$ cat src/tsr_pkg.sv
// Purpose: shared constants and types for the temperature sensor readout block
// Assumes: 50 MHz system clock
// Notes:   all timing counts derive from times in their own units
package tsr_pkg;

  // ********************************************************
  // clock and timing
  // ********************************************************
  localparam int unsigned CLK_HZ           = 50000000;     // system clock rate
  localparam int unsigned SLOW_PERIOD_MS   = 8000;         // low-power variant interval, 8 s
  localparam int unsigned FAST_PERIOD_MS   = 500;          // fast variant interval, 0.5 s
  localparam int unsigned CONV_TIME_MS     = 250;          // conversion duration, typical
  localparam int unsigned CYC_PER_MS       = CLK_HZ / 1000;
  localparam int unsigned SLOW_PERIOD_CYC  = SLOW_PERIOD_MS * CYC_PER_MS;
  localparam int unsigned FAST_PERIOD_CYC  = FAST_PERIOD_MS * CYC_PER_MS;
  localparam int unsigned CONV_TIME_CYC    = CONV_TIME_MS * CYC_PER_MS;

  // ********************************************************
  // data word layout
  // ********************************************************
  localparam int unsigned WORD_BITS        = 16;           // bits per read
  localparam int unsigned TEMP_BITS        = 13;           // sign plus 12 magnitude bits
  localparam int unsigned TEMP_LSB_POS     = 3;            // temperature sits in bits 15..3
  localparam int unsigned PRESENT_BIT_POS  = 2;            // always-low presence bit
  localparam logic [12:0] TEMP_RESET       = 13'h0000;     // 0 degrees after reset
  localparam logic [4:0]  DRIVEN_BITS      = 5'h0E;        // bits 15..2 are driven: 14 periods
  localparam int unsigned CNT_W            = 32;           // width of interval counters

  // conversion sequencer states
  typedef enum logic [2:0] {
    TSR_CONVERT = 3'b001,
    TSR_WAIT    = 3'b010,
    TSR_IDLE    = 3'b100
  } tsr_state_t;

endpackage

$ cat src/tsr_buf_if.sv
// Purpose: valid/ready channel carrying conversion results
// Assumes: one clock domain
// Notes:   data is a 13-bit temperature word
`timescale 1ns/10ps
`default_nettype none
interface tsr_buf_if;
  logic        valid;   // word offered
  logic        ready;   // word accepted
  logic [12:0] data;    // temperature word
  modport src (output valid, output data, input ready);
  modport snk (input valid, input data, output ready);
endinterface
`default_nettype wire

$ cat src/tsr_buf2.sv
// Purpose: two-entry buffer between converter and result latch
// Assumes: one clock domain
// Notes:   full and empty are exact; a stalled drain fills it
`timescale 1ns/10ps
`default_nettype none
module tsr_buf2 (
  // clock and reset
  input  wire logic clock,
  input  wire logic rst_n,
  // channels
  tsr_buf_if.snk    in_ch,
  tsr_buf_if.src    out_ch
);
  logic [12:0] mem_q [2];   // storage entries
  logic        wr_q;        // write pointer
  logic        rd_q;        // read pointer
  logic [1:0]  cnt_q;       // occupancy
  logic        push;
  logic        pop;

  assign push         = in_ch.valid && in_ch.ready;
  assign pop          = out_ch.valid && out_ch.ready;
  assign in_ch.ready  = (cnt_q != 2'h2);
  assign out_ch.valid = (cnt_q != 2'h0);
  assign out_ch.data  = mem_q[rd_q];

  // pointers and occupancy
  always_ff @(posedge clock or negedge rst_n) begin
    if (!rst_n) begin
      wr_q  <= 1'b0;
      rd_q  <= 1'b0;
      cnt_q <= 2'h0;
    end else begin
      if (push) begin
        wr_q <= ~wr_q;
      end
      if (pop) begin
        rd_q <= ~rd_q;
      end
      cnt_q <= cnt_q + {1'b0, push} - {1'b0, pop};
    end
  end

  // storage write
  always_ff @(posedge clock or negedge rst_n) begin
    if (!rst_n) begin
      mem_q[0] <= tsr_pkg::TEMP_RESET;
      mem_q[1] <= tsr_pkg::TEMP_RESET;
    end else if (push) begin
      mem_q[wr_q] <= in_ch.data;
    end
  end
endmodule
`default_nettype wire

$ cat src/tsr_sync.sv
// Purpose: two-flop synchroniser for pin inputs
// Assumes: input is asynchronous to clock
// Notes:   first stage is read only by the second
`timescale 1ns/10ps
`default_nettype none
module tsr_sync #(
  parameter logic RST_VAL = 1'b0  // level both stages hold in reset: the pin's idle level
) (
  // clock and reset
  input  wire logic clock,
  input  wire logic rst_n,
  // data
  input  wire logic din,
  output var  logic dout
);
  logic meta_q;   // first stage

  // two stages; reset to the idle level so no false edge follows reset
  always_ff @(posedge clock or negedge rst_n) begin
    if (!rst_n) begin
      meta_q <= RST_VAL;
      dout   <= RST_VAL;
    end else begin
      meta_q <= din;
      dout   <= meta_q;
    end
  end
endmodule
`default_nettype wire

$ cat src/tsr_top.sv
// Purpose: conversion sequencing and serial readout of a temperature sensor
// Assumes: host drives cs_n and sck; temperature sample arrives as a word
// Notes:   serial output is two signals: data, enable, no tri-state here
`timescale 1ns/10ps
`default_nettype none
module tsr_top #(
  parameter int unsigned SLOW_CYC = tsr_pkg::SLOW_PERIOD_CYC,  // slow interval in cycles
  parameter int unsigned FAST_CYC = tsr_pkg::FAST_PERIOD_CYC,  // fast interval in cycles
  parameter int unsigned CONV_CYC = tsr_pkg::CONV_TIME_CYC     // conversion time in cycles
) (
  // clock and reset
  input  wire logic        clock,
  input  wire logic        rst_n,
  // variant strap: high selects the fast interval
  input  wire logic        fast_variant,
  // analog front end sample, two's complement 0.0625 degree units
  input  wire logic [12:0] sense_temp,
  // serial pins
  input  wire logic        cs_n,
  input  wire logic        sck,
  output var  logic        so_out,
  output var  logic        so_oe,
  // status
  output var  logic        converting
);

  // ********************************************************
  // pin synchronisation
  // ********************************************************
  logic cs_n_s;    // synchronised chip select
  logic sck_s;     // synchronised serial clock
  logic cs_n_q;    // previous chip select
  logic sck_q;     // previous serial clock
  logic cs_fall;
  logic cs_rise;
  logic sck_fall;
  logic fast_s;    // synchronised variant strap

  // chip select idles high: reset high so no false fall appears
  tsr_sync #(
    .RST_VAL (1'b1)
  ) u_cs (
    .clock   (clock),
    .rst_n   (rst_n),
    .din     (cs_n),
    .dout    (cs_n_s)
  );

  // serial clock idles low
  tsr_sync #(
    .RST_VAL (1'b0)
  ) u_sck (
    .clock   (clock),
    .rst_n   (rst_n),
    .din     (sck),
    .dout    (sck_s)
  );

  // variant strap is a pin as well
  tsr_sync #(
    .RST_VAL (1'b0)
  ) u_var (
    .clock   (clock),
    .rst_n   (rst_n),
    .din     (fast_variant),
    .dout    (fast_s)
  );

  // edge history; cs treated high after reset so a low pin gives a fall
  always_ff @(posedge clock or negedge rst_n) begin
    if (!rst_n) begin
      cs_n_q <= 1'b1;
      sck_q  <= 1'b0;
    end else begin
      cs_n_q <= cs_n_s;
      sck_q  <= sck_s;
    end
  end

  assign cs_fall  = cs_n_q && !cs_n_s;
  assign cs_rise  = !cs_n_q && cs_n_s;
  assign sck_fall = sck_q && !sck_s;

  // ********************************************************
  // conversion sequencer
  // ********************************************************
  tsr_pkg::tsr_state_t state_q;     // sequencer state
  tsr_pkg::tsr_state_t state_d;
  logic [31:0]         tmr_q;       // cycles since last conversion start
  logic [31:0]         period;      // chosen interval
  logic                conv_done;   // conversion finishes this cycle

  assign period     = fast_s ? 32'(FAST_CYC) : 32'(SLOW_CYC);
  assign conv_done  = (state_q == tsr_pkg::TSR_CONVERT) && (tmr_q == 32'(CONV_CYC) - 32'h1);
  assign converting = (state_q == tsr_pkg::TSR_CONVERT);

  // next state
  always_comb begin
    state_d = state_q;
    case (state_q)
      tsr_pkg::TSR_CONVERT: begin
        if (conv_done) begin
          state_d = tsr_pkg::TSR_WAIT;
        end
      end
      tsr_pkg::TSR_WAIT: begin
        if (tmr_q >= period - 32'h1) begin
          state_d = tsr_pkg::TSR_CONVERT;
        end
      end
      tsr_pkg::TSR_IDLE: begin
        state_d = tsr_pkg::TSR_IDLE;
      end
      default: begin
        state_d = tsr_pkg::TSR_CONVERT;
      end
    endcase
    if (cs_fall) begin
      state_d = tsr_pkg::TSR_IDLE;
    end else if (cs_rise) begin
      state_d = tsr_pkg::TSR_CONVERT;
    end
  end

  // state register; starts converting out of reset
  always_ff @(posedge clock or negedge rst_n) begin
    if (!rst_n) begin
      state_q <= tsr_pkg::TSR_CONVERT;
    end else begin
      state_q <= state_d;
    end
  end

  // interval timer, restarted with every conversion start
  always_ff @(posedge clock or negedge rst_n) begin
    if (!rst_n) begin
      tmr_q <= 32'h0;
    end else if (state_d == tsr_pkg::TSR_CONVERT && state_q != tsr_pkg::TSR_CONVERT) begin
      tmr_q <= 32'h0;
    end else if (state_q == tsr_pkg::TSR_WAIT && state_d == tsr_pkg::TSR_CONVERT) begin
      tmr_q <= 32'h0;
    end else if (state_q != tsr_pkg::TSR_IDLE) begin
      tmr_q <= tmr_q + 32'h1;
    end
  end

  // ********************************************************
  // result buffer
  // ********************************************************
  tsr_buf_if conv_ch ();
  tsr_buf_if res_ch ();
  logic [12:0] result_q;   // latest finished result

  // converter offers the sample when a conversion completes
  assign conv_ch.valid = conv_done;
  assign conv_ch.data  = sense_temp;
  assign res_ch.ready  = 1'b1;

  tsr_buf2 u_buf (
    .clock  (clock),
    .rst_n  (rst_n),
    .in_ch  (conv_ch),
    .out_ch (res_ch)
  );

  // result register; clears to zero degrees
  always_ff @(posedge clock or negedge rst_n) begin
    if (!rst_n) begin
      result_q <= tsr_pkg::TEMP_RESET;
    end else if (res_ch.valid) begin
      // two's complement word stored as is
      result_q <= res_ch.data;
    end
  end

  // ********************************************************
  // serial shifter
  // ********************************************************
  logic [15:0] shreg_q;   // output shift register
  logic [4:0]  bit_q;     // bit periods already shifted
  logic        act_q;     // cs low period active

  // shift register load and shift
  always_ff @(posedge clock or negedge rst_n) begin
    if (!rst_n) begin
      shreg_q <= 16'h0000;
    end else if (cs_fall) begin
      shreg_q <= {result_q, 3'h0};
    end else if (act_q && sck_fall) begin
      shreg_q <= {shreg_q[14:0], 1'b0};
    end
  end

  // bit counter and active flag
  always_ff @(posedge clock or negedge rst_n) begin
    if (!rst_n) begin
      bit_q <= 5'h00;
      act_q <= 1'b0;
    end else if (cs_fall) begin
      bit_q <= 5'h00;
      act_q <= 1'b1;
    end else if (cs_rise || cs_n_s) begin
      bit_q <= 5'h00;
      act_q <= 1'b0;
    end else if (act_q && sck_fall && bit_q != 5'h10) begin
      bit_q <= bit_q + 5'h01;
    end
  end

  // output pins from flops
  always_ff @(posedge clock or negedge rst_n) begin
    if (!rst_n) begin
      so_out <= 1'b0;
      so_oe  <= 1'b0;
    end else if (cs_fall) begin
      // sign bit appears right after cs fall
      so_out <= result_q[12];
      so_oe  <= 1'b1;
    end else if (!act_q || cs_n_s) begin
      so_out <= 1'b0;
      so_oe  <= 1'b0;
    end else if (sck_fall) begin
      so_out <= shreg_q[14];
      so_oe  <= (bit_q + 5'h01) < tsr_pkg::DRIVEN_BITS;
    end
  end

endmodule
`default_nettype wire

$ cat config.mk
export PLATFORM = sky130hd
export DESIGN_NAME = tsr_top
export DESIGN_NICKNAME = d
export VERILOG_FILES = /design/src/tsr_pkg.sv /design/src/tsr_buf_if.sv /design/src/tsr_buf2.sv /design/src/tsr_sync.sv /design/src/tsr_top.sv
export SDC_FILE = /design/constraint.sdc
export NUM_CORES = 1
export LEC_CHECK = 0
export BUFFER_PORTS_ARGS = -buffer_cell sky130_fd_sc_hd__buf_2
export CORE_ASPECT_RATIO = 0.7
export CORE_UTILIZATION = 45
export DETAILED_ROUTE_END_ITERATION = 10
export PLACE_DENSITY = 0.67
export SLEW_MARGIN = 10
export SYNTH_ARGS = -nofsm -noshare
export SYNTH_HDL_FRONTEND = slang
export SYNTH_SLANG_ARGS = --single-unit
$ cat constraint.sdc
create_clock -name clock -period 2.5 [get_ports clock]
set_input_delay 0.125 -clock clock [delete_from_list [all_inputs] [get_ports clock]]
set_output_delay 0.125 -clock clock [all_outputs]
set_load 0.05 [all_outputs]
# Word-level counts from Yosys, hierarchy flattened
# Cells that the tools add are included.
# op_classes
add_sub_neg,5
mul,0
n_div,0
order_cmp,5
eq_ne,9
n_shift,0
n_mux,28
bitwise_logic,4
n_reduce_logical,22
# op_table
operator,n
32-bit two-way mux,3
13-bit two-way mux,4
"32-bit by 1-bit adder with 32-bit output, second input constant",1
"32-bit by 24-bit == test with 1-bit output, second input constant",1
32-bit greater-or-equal comparator,1
15-bit two-way mux,2
"29-bit by 1-bit subtractor with 30-bit output, second input constant",1
29-bit two-way mux,1
26-bit bitwise mux,1
5-bit two-way mux,3
13-bit demux with 1-bit select,1
3-bit two-way mux,4
1-bit logical AND,10
3-bit case mux with 3 select lines,1
3-bit nonzero test,3
1-bit two-way mux,8
"3-bit by 1-bit == test with 1-bit output, second input constant",2
2-bit nonzero test,3
"5-bit by 1-bit adder with 5-bit output, second input constant",1
"5-bit by 4-bit less-than comparator with 1-bit output, second input constant",1
"5-bit inequality test, second input constant",1
"2-bit greater-or-equal comparator, second input constant",2
1-bit zero test,4
1-bit NOT with 2-bit output,2
other kinds (10),12
# word_totals
reg_bits,109
latchBits,0
mem_bits_rw,0
rom_bits,0
inputBits,18
n_memories,0

# Depth between registers and ports, before layout
# logic_depth
word_depth,11
ltp_mapped,9
mapped_depth_nobuf,7

# By module
# A second synthesis with hierarchy kept.
# unflattened
hier_cells,465
hier_area_um2,5421.4
# by_module_without_submodules
mod,instances,cells_per_inst,area_each_um2,seq_area_each_um2
tsr_top,1,372,3827.4,1754.2
tsr_buf2,1,87,1441.4,750.7
tsr_sync at u_sck ...,2,2,50.0,50.0
tsr_sync at u_cs,1,2,52.6,52.6

# Worst setup path after synthesis
# OpenSTA, ideal clock, no wires.
# synth_timing
path_kind,register to register
from,register u_var.dout
to,register tmr_q[22]
setup_ns,0.136
t_arrival_ns,2.395
required_ns,2.364
setup_slack_ns,-0.031
path_stages_with_launch,10
path_buffers,2
period_less_slack_ns,2.531
path_cell_list,dfrtp_1 > inv_1 > ha_1 > and4_1 > nor4bb_1 > a2111oi_0 > nor3_1 > clkbuf_1 > buf_2 > nor3_1
# synth_between
elab_chain_cells,11
word_cells_on_any_way,13
classes_between,1 x add/sub; 1 x order compare; 1 x eq/ne; 7 x mux; 3 x reduce/logical
# synth_lines
element,line,rtl
from (decl),tsr_sync.sv:14,output var logic dout
from (signal assigned),tsr_sync.sv:25,dout <= meta_q;
29-bit two-way mux *,tsr_top.sv:93,assign period = fast_s ? 32'(FAST_CYC) : 32'(SLOW_CYC);
29-bit by 1-bit subtractor with 30-bit output *,tsr_top.sv:107,if (tmr_q >= period - 32'h1) begin
32-bit greater-or-equal comparator *,tsr_top.sv:107,
3-bit two-way mux *,tsr_top.sv:107,
3-bit case mux with 3 select lines *,tsr_top.sv:100,case (state_q)
3-bit two-way mux *,tsr_top.sv:120,end else if (cs_rise) begin
3-bit two-way mux *,tsr_top.sv:118,if (cs_fall) begin
3-bit by 1-bit == test with 1-bit output *,"tsr_top.sv:138, tsr_top.sv:140",
1-bit logical AND,tsr_top.sv:140,end else if (state_q == tsr_pkg::TSR_WAIT && state_d == tsr_pkg::TSR_CONVERT) begin
32-bit two-way mux,tsr_top.sv:140,
32-bit two-way mux,tsr_top.sv:138,end else if (state_d == tsr_pkg::TSR_CONVERT && state_q != tsr_pkg::TSR_CONVERT) begin
to (signal assigned),tsr_top.sv:143,tmr_q <= tmr_q + 32'h1;
to (decl),tsr_top.sv:89,logic [31:0] tmr_q;
# Every way passes the cells marked *; elsewhere a longest branch is shown, timed or not.
# A chain may end at the register's enable or synchronous reset.

# Final worst setup path
# layout_timing
from,register tmr_q[0]
to,register u_buf.mem_q[14] (netlist bit)
# layout_between
elab_chain_cells,3
# layout_lines
element,line,rtl
32-bit by 24-bit == test with 1-bit output,tsr_top.sv:94,assign conv_done = (state_q == tsr_pkg::TSR_CONVERT) && (tmr_q == 32'(CONV_CYC) - 32'h1);
1-bit logical AND,tsr_top.sv:94,
1-bit logical AND,tsr_buf2.sv:21,assign push = in_ch.valid && in_ch.ready;
"to (signal, indexed assignment)",tsr_buf2.sv:50,mem_q[wr_q] <= in_ch.data;
to (decl),tsr_buf2.sv:14,logic [12:0] mem_q [2];
# No other way between the ends.

==> results.yml <==
sta:
  grt_setup_unrepaired: "no"
  slew_headroom_pct: 48.5
  min_period_ns: 2.41
  skew_ns: 0.0130
  tightest_slew_ns: 0.772
  hold_viol: 0
  fin_ws_ns: 0.0933
  drv_slew: 0
  hold-worst-slack_ns: 0.00971
  period_share_pct: 96.3
  setup_viol: 0
  fmax_mhz: 416
  setup_tns_ns: 0
global_route:
  grt_antenna_before_repair: 0
  grt_pass1_vias: 3917
  grt_max_degree: 50
  grt_pass1_wl_um: 19700
  gr-total-overflow: 0
  grt_usage_pct: 20.3
setup_path:
  r2r_slack_ns: 0.09
  cp.buffers_inverters: 1
  worst-path-max-fanout: 13
  crit_start: "tmr_q[0]$_DFFE_PN0P_"
  endpoint_kind: "flop"
  crit_arrival_ns: 2.63
  critical_path_class: "reg2reg"
  r2r_start: "tmr_q[0]$_DFFE_PN0P_"
  r2r_end: "u_buf.mem_q[14]$_DFFE_PN0P_"
  cpPeakStageDelay_ns: 0.57
  cp_data_required_time_ns: 2.73
  critPathLaunchType: "flop"
  worstRegToRegCells: 7
  slowest_stage: "or4_4"
  critPathTopFamily: "simple AND/OR/NAND/NOR gates"
  crit_chain: "ha_2 > nand4_1 > or4_4 > nor3_4 > and4b_1 > buf_12 > mux2_1"
place:
  detailed_place_hpwl_um: 8290
  pre_cts_ws_ns: 0.0202
  port_buffers: 20
  gp_congestion: 0.926
routing:
  antenna_left: 0
  route.detailed.drc: 0
  via_count: 3936
  drt_iter0_markers: 312
  wl_per_cell_um: 16.6
  viasPerCell: 5.60
  wl_um: 11600
  dr.pass1.iters: 7
synthesis:
  synth_seq_cells: 106
  synth_cell_type_count: 56
  avgSynthCellArea_um2: 10.8
  async_reset_ff_share_pct: 100
  synthFlopType: "dfrtp_1"
  synth_edf_count: 0
  syn_inst: 503
  yosys_warnings: 0
  synth-seq-area-share_pct: 48.9
  synth_nets: 540
  syn_area_um2: 5440
die:
  core_area_um2: 11700
  rows: 33
  die_y_um: 94.0
  ioPinCount: 21
  initial_core_util_pct: 46.4
  die_w_um: 133
  dieArea_um2: 12500
clock_network:
  htree_num_levels: 3
  path_clk_slew_ns: 0.08
  cts_buffers: 9
  cts_buffer_depth: 2
  worstSkewPairLatency_ns: 0.35
  cts_tree: "built"
  cts-root-buf: "clkbuf_16"
  cts_sinks: 106
pwr:
  leakagePower_nw: 2.81
  power.density_nw_per_um2: 563
  power_mw: 3.53
  ir_drop_mv: 0.407
status:
  status: "completed"
layout:
  post-route-util_pct: 53.5
  layout.nets: 578
  antenna_cells: 0
  fill_cells: 1013
  area_delta_synth_final_pct: 15.5
  drive_gt1_share_pct: 19.2
min_path:
  min-delay-start: "sense_temp[6]"
  holdPathStages: 2
  whs_endpoint: "u_buf.mem_q[6]$_DFFE_PN0P_"
  hp-class: "in2reg"
run:
  cap_violations: 0
metal layers:
layer / global-route usage [%] / vias to the layer above / wire length, µm
met1: 28.9 / 1911 / 5890
met5: 0 / - / 0
li1: - / 1895 / -
met2: 28.6 / 111 / 4830
met4: 7.77 / 0 / 190
met3: 6.20 / 19 / 732
cells by family (layout without fill, tap and decap cells):
kind of cell	Yosys count	count (layout)	share of synthesized area [%]
buf+inv	38	81	3.20
mux	52	52	11.6
flops	106	106	48.9
fa+ha+maj	19	19	4.37
xor+xnor	37	37	5.96
compound gates	62	62	7.23
simple gates	189	189	18.8
Yosys cell counts, types with 5 or more instances:
cell | instances | share of area [%]
a21oi_1 | 19 | 1.7
ha_1 | 19 | 4.4
mux2i_1 | 26 | 4.8
and4_1 | 5 | 0.81
clkbuf_1 | 22 | 1.5
mux2_1 | 6 | 1.2
nor4_1 | 13 | 1.5
nand3_1 | 14 | 1.3
nor2_1 | 30 | 2.1
dfrtp_1 | 102 | 47
nand2_1 | 35 | 2.4
inv_1 | 10 | 0.69
o21ai_0 | 15 | 1.4
xnor2_1 | 28 | 4.5
nand4_1 | 9 | 1.0
and3_1 | 6 | 0.69
nand2b_1 | 10 | 1.2
xor2_1 | 9 | 1.5
mux2_4 | 20 | 5.5
nor3_1 | 41 | 3.8
cells in the final DEF (no fill, tap or decap), types with 4 or more instances in the layout:
master | Yosys | routed
clkbuf_16 | 0 | 9
mux2_1 | 6 | 6
dfrtp_1 | 102 | 101
ha_1 | 19 | 18
nor3_1 | 41 | 37
nor3_2 | 0 | 4
dlygate4sd3_1 | 0 | 5
o2111ai_1 | 4 | 4
xnor2_1 | 28 | 28
nand2_1 | 35 | 35
inv_1 | 10 | 10
dfstp_2 | 4 | 4
o21ai_0 | 15 | 15
mux2i_1 | 26 | 26
nor4_1 | 13 | 12
and3_1 | 6 | 6
buf_4 | 1 | 27
nand3_1 | 14 | 14
mux2_4 | 20 | 20
buf_12 | 1 | 4
xor2_1 | 9 | 9
nor2_1 | 30 | 30
buf_2 | 3 | 19
a21oi_1 | 19 | 19
nand4_1 | 9 | 9
nand2b_1 | 10 | 10
and4_1 | 5 | 5
cell type report:
class,instances,area [µm²],area share (%)
Sequential cell,106,2660,42.4
Multi-Input combinational cell,359,2660,42.4
Inverter,10,37.5,0.598
Tap cell,157,196,3.13
Timing Repair Buffer,55,428,6.82
Clock inverter,7,70.1,1.12
Clock buffer,9,225,3.59
how the worst max path moves through the flow:
stage          cells past startpoint                     endpoint  slack, ns
6_report                           7  u_buf.mem_q[14]$_DFFE_PN0P_       0.09
4_1_cts                            7  u_buf.mem_q[14]$_DFFE_PN0P_      0.005
3_5_place_dp                       8        tmr_q[18]$_DFFE_PN0P_       0.02
3_3_place_gp                       7  u_buf.mem_q[13]$_DFFE_PN0P_       0.07
5_1_grt                            8        tmr_q[14]$_DFFE_PN0P_      0.001
2_1_floorplan                      9        tmr_q[22]$_DFFE_PN0P_       0.07
report_power, final:
group | switching [mW] | internal (mW)
clock | 0.695 | 0.706
sequential | 0.0452 | 1.77
combinational | 0.189 | 0.130
flip-flops by register name (all words and copies together), names as in the netlist:
name	flops
u_buf.wr_q	1
tmr_q	32
u_buf.mem_q	26
u_cs.meta_q	1
so_out	1
act_q	1
u_cs.dout	1
u_var.dout	1
shreg_q	12
u_buf.cnt_q	2
result_q	13
u_buf.rd_q	1
cs_n_q	1
u_var.meta_q	1
so_oe	1
u_sck.dout	1
bit_q	5
state_q	3
sck_q	1
u_sck.meta_q	1
metrics by stage:
stage | instance area [µm²] | std cells
finish | 6280 | 703
global route | 6280 | 703
CTS | 6220 | 701
detailed placement | 5870 | 680
global placement | 5870 | 680
floorplan | 5440 | 503
timing repair:
action / 4_1_cts / 5_1_grt
pin swaps: 0 / 3
gates resized for setup: 2 / 7
endpoints found under the hold margin: 39 / 0
endpoints found under the setup margin: 9 / 45
setup buffers: 0 / 2
hold buffers: 5 / 0
(Power assumes the default switching activity.)
